--- src/design/cpm_map.svh ---
`ifndef CPM_MAP_SVH
`define CPM_MAP_SVH

// parameter identifying codes
`define CPM_CODE_FIRST_SP 8'h27
`define CPM_CODE_SECOND_SP 8'h35
`define CPM_CODE_THIRD_SP 8'h71
`define CPM_CODE_IN1 8'h76
`define CPM_CODE_IN2 8'h77
`define CPM_CODE_PROC_VAL 8'h78
`define CPM_CODE_REMOTE_VAR 8'h79
`define CPM_CODE_COMBINED 8'h7A
`define CPM_CODE_SW_TYPE 8'h9D
`define CPM_CODE_SW_REV 8'hA7
`define CPM_CODE_SP_COUNT 8'hAD
`define CPM_CODE_OPTIONS 8'hB9
`define CPM_CODE_FAULT 8'hFF

// fault flag bit positions
`define CPM_FAULT_EMERG 0
`define CPM_FAULT_FAILSAFE 1
`define CPM_FAULT_WORK_CAL 2
`define CPM_FAULT_CFG_SUM 3
`define CPM_FAULT_FACT_CAL 4
`define CPM_FAULT_HW 5
`define CPM_FAULT_SHED 6
`define CPM_FAULT_MEM_CHG 7

// setpoint count selections
`define CPM_SP_COUNT_ONE 8'h00
`define CPM_SP_COUNT_TWO 8'h01

// reset values
`define CPM_SP_RESET 32'h0000_0000
`define CPM_SP_COUNT_RESET 8'h00
`define CPM_FAULT_RESET 8'h00

`endif

--- src/design/cpm_pkg.sv ---
`default_nettype none
package cpm_pkg;

	typedef enum logic {
		CPM_FMT_DIGITAL = 1'b0,
		CPM_FMT_ANALOG = 1'b1
	} cpm_fmt_e;

	typedef struct packed {
		logic write;
		logic [7:0] code;
		logic [31:0] data;
	} cpm_req_s;

	typedef struct packed {
		logic error;
		cpm_fmt_e fmt;
		logic three;
		logic [31:0] d0;
		logic [31:0] d1;
		logic [31:0] d2;
	} cpm_resp_s;

endpackage
`default_nettype wire

--- src/design/cpm_param_map.sv ---
`timescale 1ns/10ps
`default_nettype none
`include "cpm_map.svh"

// Contract
// - writes to control data codes answer error
// - combined read returns value, setpoint, output
// - option status reads as eight flag bits
// - software type and version are read-only
// - fault flags use the listed bit weights
// - any fault flag write clears all bits except those whose condition is still present
// - emergency manual bit held during local manual
// - failsafe bit held while failsafe persists
// - factory calibration bit held while faulty
// - hardware bit on RAM or double fail
// - shed bit sticky until fault write
// - memory changed bit on shed, changes, toggles
// - separate checksum bits; recompute on status tests
// - setpoint count accepts only zero or one
// - readings reported in analog value format
module cpm_param_map
	import cpm_pkg::*;
#(
	parameter logic [7:0] SW_TYPE = 8'h5A, // arbitrary value
	parameter logic [7:0] SW_REV = 8'h01,
	parameter int NUM_INPUTS = 3
) (
	input wire logic sys_clk_i,
	input wire logic rstn_i,
	input wire logic req_valid_i,
	input wire cpm_req_s req_i,
	output logic resp_valid_o,
	output cpm_resp_s resp_o,
	input wire logic [31:0] input1_i,
	input wire logic [31:0] input2_i,
	input wire logic [31:0] process_value_i,
	input wire logic [31:0] remote_variable_i,
	input wire logic [31:0] active_sp_i,
	input wire logic [31:0] output_val_i,
	input wire logic [7:0] option_flags_i,
	input wire logic emerg_manual_i,
	input wire logic failsafe_i,
	input wire logic work_cal_err_i,
	input wire logic cfg_sum_err_i,
	input wire logic factory_cal_err_i,
	input wire logic ram_test_fail_i,
	input wire logic conv_done_i,
	input wire logic [NUM_INPUTS-1:0] conv_fail_i,
	input wire logic shed_i,
	input wire logic cfg_changed_i,
	input wire logic status_test_i,
	output logic cksum_recompute_o,
	output logic [31:0] first_local_setpoint_o,
	output logic [31:0] second_local_setpoint_o,
	output logic [31:0] third_local_setpoint_o,
	output logic second_sp_enable_o,
	output logic [7:0] fault_flags_o
);

	cpm_resp_s next_resp;
	logic wr;
	logic first_sp_we, second_sp_we, third_sp_we;
	logic count_we;
	logic fault_clr;
	logic [7:0] setpoint_count_select;
	logic [4:0] low_cond;
	logic [4:0] prev_low_cond;
	logic low_change;
	logic [NUM_INPUTS-1:0] fail_twice;
	logic hw_fail;
	logic [7:0] fault_set;

	assign wr = req_valid_i & req_i.write;

	// request decode and answer
	always_comb begin
		next_resp = '0;
		unique case (req_i.code)
			`CPM_CODE_IN1, `CPM_CODE_IN2, `CPM_CODE_PROC_VAL, `CPM_CODE_REMOTE_VAR: begin
				next_resp.fmt = CPM_FMT_ANALOG;
				next_resp.error = req_i.write;
				unique case (req_i.code)
					`CPM_CODE_IN1: next_resp.d0 = input1_i;
					`CPM_CODE_IN2: next_resp.d0 = input2_i;
					`CPM_CODE_PROC_VAL: next_resp.d0 = process_value_i;
					default: next_resp.d0 = remote_variable_i;
				endcase
			end
			`CPM_CODE_COMBINED: begin
				next_resp.fmt = CPM_FMT_ANALOG;
				next_resp.error = req_i.write;
				next_resp.three = 1'b1;
				next_resp.d0 = process_value_i;
				next_resp.d1 = active_sp_i;
				next_resp.d2 = output_val_i;
			end
			`CPM_CODE_OPTIONS: begin
				next_resp.error = req_i.write;
				next_resp.d0 = {24'h000000, option_flags_i};
			end
			`CPM_CODE_SW_TYPE: begin
				next_resp.error = req_i.write;
				next_resp.d0 = {24'h000000, SW_TYPE};
			end
			`CPM_CODE_SW_REV: begin
				next_resp.error = req_i.write;
				next_resp.d0 = {24'h000000, SW_REV};
			end
			`CPM_CODE_FAULT: next_resp.d0 = {24'h000000, fault_flags_o};
			`CPM_CODE_FIRST_SP: begin
				next_resp.fmt = CPM_FMT_ANALOG;
				next_resp.d0 = req_i.write ? req_i.data : first_local_setpoint_o;
			end
			`CPM_CODE_SECOND_SP: begin
				next_resp.fmt = CPM_FMT_ANALOG;
				next_resp.d0 = req_i.write ? req_i.data : second_local_setpoint_o;
			end
			`CPM_CODE_THIRD_SP: begin
				next_resp.fmt = CPM_FMT_ANALOG;
				next_resp.d0 = req_i.write ? req_i.data : third_local_setpoint_o;
			end
			`CPM_CODE_SP_COUNT: begin
				next_resp.error = req_i.write && (req_i.data > 32'h0000_0001);
				next_resp.d0 = {24'h000000, setpoint_count_select};
			end
			default: next_resp.error = 1'b1;
		endcase
	end

	always_ff @(posedge sys_clk_i or negedge rstn_i) begin
		if (!rstn_i) begin
			resp_valid_o <= 1'b0;
			resp_o <= '0;
		end else begin
			resp_valid_o <= req_valid_i;
			if (req_valid_i) begin
				resp_o <= next_resp;
			end
		end
	end

	assign first_sp_we = wr && (req_i.code == `CPM_CODE_FIRST_SP);
	assign second_sp_we = wr && (req_i.code == `CPM_CODE_SECOND_SP);
	assign third_sp_we = wr && (req_i.code == `CPM_CODE_THIRD_SP);
	assign count_we = wr && (req_i.code == `CPM_CODE_SP_COUNT) && !next_resp.error;

	// range limits of the first and second setpoint are held by the host, values are stored as given
	always_ff @(posedge sys_clk_i or negedge rstn_i) begin
		if (!rstn_i) begin
			first_local_setpoint_o <= `CPM_SP_RESET;
			second_local_setpoint_o <= `CPM_SP_RESET;
			third_local_setpoint_o <= `CPM_SP_RESET;
		end else begin
			if (first_sp_we) begin
				first_local_setpoint_o <= req_i.data;
			end
			if (second_sp_we) begin
				second_local_setpoint_o <= req_i.data;
			end
			if (third_sp_we) begin
				third_local_setpoint_o <= req_i.data;
			end
		end
	end

	always_ff @(posedge sys_clk_i or negedge rstn_i) begin
		if (!rstn_i) begin
			setpoint_count_select <= `CPM_SP_COUNT_RESET;
		end else if (count_we) begin
			setpoint_count_select <= req_i.data[7:0];
		end
	end

	assign second_sp_enable_o = (setpoint_count_select == `CPM_SP_COUNT_TWO);

	always_ff @(posedge sys_clk_i or negedge rstn_i) begin
		if (!rstn_i) begin
			cksum_recompute_o <= 1'b0;
		end else begin
			cksum_recompute_o <= status_test_i;
		end
	end

	genvar gi;
	for (gi = 0; gi < NUM_INPUTS; gi++) begin : g_input
		cpm_fail_pair u_pair (
			.sys_clk_i(sys_clk_i),
			.rstn_i(rstn_i),
			.conv_done_i(conv_done_i),
			.fail_i(conv_fail_i[gi]),
			.fail_twice_o(fail_twice[gi])
		);
	end

	assign hw_fail = ram_test_fail_i | (|fail_twice);

	// condition levels behind the five lowest bits
	assign low_cond = {factory_cal_err_i, cfg_sum_err_i, work_cal_err_i, failsafe_i,
		emerg_manual_i};

	always_ff @(posedge sys_clk_i or negedge rstn_i) begin
		if (!rstn_i) begin
			prev_low_cond <= 5'h00;
		end else begin
			prev_low_cond <= low_cond;
		end
	end

	assign low_change = |(low_cond ^ prev_low_cond);

	// bit weights of the fault flags
	always_comb begin
		fault_set = `CPM_FAULT_RESET;
		fault_set[`CPM_FAULT_EMERG] = emerg_manual_i;
		fault_set[`CPM_FAULT_FAILSAFE] = failsafe_i;
		fault_set[`CPM_FAULT_WORK_CAL] = work_cal_err_i;
		fault_set[`CPM_FAULT_CFG_SUM] = cfg_sum_err_i;
		fault_set[`CPM_FAULT_FACT_CAL] = factory_cal_err_i;
		fault_set[`CPM_FAULT_HW] = hw_fail;
		fault_set[`CPM_FAULT_SHED] = shed_i;
		fault_set[`CPM_FAULT_MEM_CHG] = shed_i | cfg_changed_i | low_change;
	end

	assign fault_clr = wr && (req_i.code == `CPM_CODE_FAULT);

	cpm_sticky #(
		.W(8)
	) u_fault (
		.sys_clk_i(sys_clk_i),
		.rstn_i(rstn_i),
		.set_i(fault_set),
		.clr_i(fault_clr),
		.flags_o(fault_flags_o)
	);
endmodule
`default_nettype wire

--- src/design/cpm_sticky.sv ---
`timescale 1ns/10ps
`default_nettype none
// sticky flag bank, a set in the clearing cycle wins
module cpm_sticky #(
	parameter int W = 8
) (
	input wire logic sys_clk_i,
	input wire logic rstn_i,
	input wire logic [W-1:0] set_i,
	input wire logic clr_i,
	output logic [W-1:0] flags_o
);

	always_ff @(posedge sys_clk_i or negedge rstn_i) begin
		if (!rstn_i) begin
			flags_o <= '0;
		end else if (clr_i) begin
			flags_o <= set_i;
		end else begin
			flags_o <= flags_o | set_i;
		end
	end
endmodule
`default_nettype wire

--- src/design/cpm_fail_pair.sv ---
`timescale 1ns/10ps
`default_nettype none
// flags a failure on two consecutive conversions of one input
module cpm_fail_pair (
	input wire logic sys_clk_i,
	input wire logic rstn_i,
	input wire logic conv_done_i,
	input wire logic fail_i,
	output logic fail_twice_o
);

	logic last_failed;

	always_ff @(posedge sys_clk_i or negedge rstn_i) begin
		if (!rstn_i) begin
			last_failed <= 1'b0;
		end else if (conv_done_i) begin
			last_failed <= fail_i;
		end
	end

	assign fail_twice_o = conv_done_i & fail_i & last_failed;

endmodule
`default_nettype wire

--- config.mk ---
export PLATFORM = sky130hd
export DESIGN_NAME = cpm_param_map
export DESIGN_NICKNAME = d
export VERILOG_FILES = /design/src/design/cpm_pkg.sv /design/src/design/cpm_param_map.sv /design/src/design/cpm_sticky.sv /design/src/design/cpm_fail_pair.sv
export VERILOG_INCLUDE_DIRS = /design/src /design/src/design
export SDC_FILE = /design/constraint.sdc
export NUM_CORES = 1
export LEC_CHECK = 0
export BUFFER_PORTS_ARGS = -buffer_cell sky130_fd_sc_hd__buf_2
export CAP_MARGIN = 5
export CORE_AREA = 2 2 178 180
export DETAILED_ROUTE_END_ITERATION = 7
export DIE_AREA = 0 0 180 182
export HOLD_SLACK_MARGIN = 0.05
export PLACE_DENSITY = 0.59
export REMOVE_ABC_BUFFERS = 1
export SYNTH_ARGS = -nofsm -noshare
export SYNTH_HDL_FRONTEND = slang
export SYNTH_SLANG_ARGS = --single-unit
--- constraint.sdc ---
create_clock -name sys_clk_i -period 4.2 [get_ports sys_clk_i]
set_clock_uncertainty 0.15 [all_clocks]
set_input_delay 0.63 -clock sys_clk_i [delete_from_list [all_inputs] [get_ports sys_clk_i]]
set_output_delay 0.63 -clock sys_clk_i [all_outputs]
set_load 0.005 [all_outputs]
==> reports/qor.yml <==
antenna_cells: 0
crit_path_max_fanout: 33
r2r-end: "resp_o[71]$_DFFE_PN0P_"
dp_hpwl_mm: 29.8
area_delta_synth_final_pct: 33.0
ff2ff_path_depth: 5
synth_cell_types: 56
fmax_mhz: 384
cts.reportedPaths.clkPinSlew_ns: 0.05
rsz0062_at_grt: "false"
syn_avg_cell_area_um2: 11.8
syn_area_um2: 10900
grt_pass1_vias: 9867
hold_path.class: "in2reg"
critPathKind: "in2reg"
whs_endpoint: "cksum_recompute_o$_DFF_PN0_"
fp.dieH_um: 182
synth_top_cell_area_share_pct: 50.9
grt_antenna_before_repair: 2
num_io_pins: 463
synthTopCellsByArea: "dfrtp_1 (51%), mux2_2 (12%), a22o_1 (5.2%)"
setup_viol: 0
yosysWarnings: 0
synth_edf_count: 0
place_inst: 1720
cts_tree: "done"
wirelength_mm: 41.6
cts_max_level: 1
async_flop_share_pct: 100
combPwrFrac_pct: 9.5
status: "finished clean"
required_ns: 4.46
root_buffer: "clkbuf_16"
max_slew.worst_pin.slew_ns: 0.972
cp-startpoint: "req_i[39]"
seq_area_frac_synth_pct: 50.9
clockBufferDepth: 3
num_vias: 9904
numCtsBuffers: 26
sw_frac_of_total_pct: 24.3
arrival_ns: 2.86
routedWlPerCell_um: 23.5
vias_per_cell: 5.60
p_leak_nw: 7.45
critPathLaunchType: "input port"
gp_congestion: 0.831
pwr-share-seq_pct: 42.5
rrSetupSlack_ns: 2.37
r2r_start: "third_local_setpoint_o[7]$_DFFE_PN0P_"
gr-total-overflow: 0
synth_cells: 924
grt_use_total_pct: 24.5
power.density_nw_per_um2: 360
instances_no_fill: 1768
clock_latency_ns: 0.53
ys_seq_elements: 221
first_iter_violations: 677
layout-drive-gt1-share_pct: 48.4
drv_slew: 0
cap_violations: 0
antenna_left: 0
period_share_pct: 62.0
min_period_ns: 2.60
synth.top_cells.by_count: "dfrtp_1 (221), mux2_2 (114), a22o_1 (65)"
setup.worst_path.end_class: "flop"
relSlewSlack_pct: 35.2
initial_core_util_pct: 35.1
hold-path-cell-count: 1
drtPass1Iterations: 5
fp.dieArea_um2: 32800
grt_max_degree: 110
clkPwrFrac_pct: 48.0
die_w_um: 180
layout.nets: 1604
cts_sinks: 221
synth_largest_area_cell: "dfrtp_1"
ys.flop_type: "dfrtp_1"
grt_pass1_wl_mm: 62.4
hold_violations: 0
power.switching_mw: 1.26
p_int_mw: 3.94
cts_setup_buffers: 0
drc_errors: 0
yosysMostFrequentCell: "dfrtp_1"
post-route-util_pct: 46.7
port_buffers: 462
hp-start: "status_test_i"
irDropWorstVdd_uv: 246
rows: 65
core_area_um2: 31000
==> area by class of cell <==
class,count,area (um2)
sequential,221,5530
clock buffer,32,734
clock inverter,15,223
timing repair buffer,484,2540
fill,2951,16500
inverter,5,18.8
tap,402,503
multi-input combinational,609,4910
==> stage by stage <==
step | setup WS [ns] | hold WS [ns] | power, mW | area [um2] | setup TNS [ns]
finish | 1.60 | 0.0736 | 5.21 | 14500 | 0
global placement | 1.11 | 0.311 | 2.74 | 13500 | 0
floorplan | -0.214 | 0.184 | 2.39 | 10400 | -13.73
global route | 1.46 | 0.0695 | 5.39 | 14500 | 0
CTS | 1.60 | 0.0574 | 5.26 | 14500 | 0
detailed placement | 1.06 | 0.317 | 2.75 | 13500 | 0
==> cells by family after synthesis <==
kind of cell	count (synthesis)	share of synthesized area (%)
buf+inv	94	4.30
flops	221	50.9
xor+xnor	5	0.403
mux	145	14.7
compound gates	252	18.6
simple gates	207	11.1
==> per-layer routing <==
metal | vias up | part of all wire, % | GRT usage, %
met5 | - | 0.043 | 0
met4 | 2 | 2.2 | 5.82
met3 | 55 | 6.8 | 4.95
met2 | 431 | 50 | 43.3
met1 | 4961 | 41 | 30.8
li1 | 4455 | - | -
==> power groups by stage <==
stage          registers, mW  logic [mW]  clock network [mW]
4_1_cts                 2.21       0.501                2.55
6_report                2.21       0.496                2.50
3_3_place_gp            2.25       0.494                   0
2_1_floorplan           2.25       0.141                   0
3_5_place_dp            2.25       0.499                   0
5_1_grt                 2.22       0.540                2.64
==> sequential cells by signal (all words and copies together), names as in the netlist <==
| register | flops |
|---|---|
| first_local_setpoint_o | 32 |
| setpoint_count_select | 8 |
| resp_valid_o | 1 |
| third_local_setpoint_o | 32 |
| cksum_recompute_o | 1 |
| second_local_setpoint_o | 32 |
| g_input.u_pair.last_failed | 3 |
| prev_low_cond | 5 |
| u_fault.flags_o | 8 |
| resp_o | 99 |
==> how the worst max path moves through the flow <==
stage | depth (start not counted) | slack, ns | endpoint
finish | 7 | 1.60 | second_local_setpoint_o[28]$_DFFE_PN0P_
global route | 8 | 1.46 | resp_o[69]$_DFFE_PN0P_
CTS | 7 | 1.60 | second_local_setpoint_o[28]$_DFFE_PN0P_
detailed placement | 7 | 1.06 | second_local_setpoint_o[14]$_DFFE_PN0P_
global placement | 7 | 1.11 | second_local_setpoint_o[28]$_DFFE_PN0P_
floorplan | 4 | -0.21 | resp_o[0]$_DFFE_PN0P_
==> placed cells by master, fill, tap and decap left out, types with 3 or more instances in the layout <==
cell and instances:
nor2_4 4, inv_1 4, mux2_1 4, dfrtp_1 221, mux2_2 114, buf_12 4
and3_1 28, clkbuf_16 27, nand2_1 14, bufinv_16 5, a22o_1 65, nand4_1 10
nand3_1 40, and3b_1 7, o211ai_1 4, nor4b_4 3, mux2i_1 27, buf_2 460
a222oi_1 25, and4b_1 4, a221oi_1 21, a21oi_1 18, o22a_1 23, o2bb2ai_1 7
nor4_1 14, a31oi_1 49, buf_4 18, clkbuf_8 4, nor2_1 51, nor2b_1 8
a21o_1 7, clkinv_2 6, o22ai_1 4, and2b_1 5, a22oi_1 14, nor3_1 4
xor2_1 5
==> timing repair <==
item                                   4_1_cts  5_1_grt
hold buffers                                 1        0
resized for setup                            0        0
endpoints found under the hold margin        7        0
==> critical path, cell delays in order <==
cell     delay, ns
buf_2         0.21
nor4b_4       0.27
buf_4         0.41
nand2_2       0.27
nor2_4        0.20
buf_4         0.42
mux2_2        0.40
No activity file was read; power rests on OpenSTA's default activity.
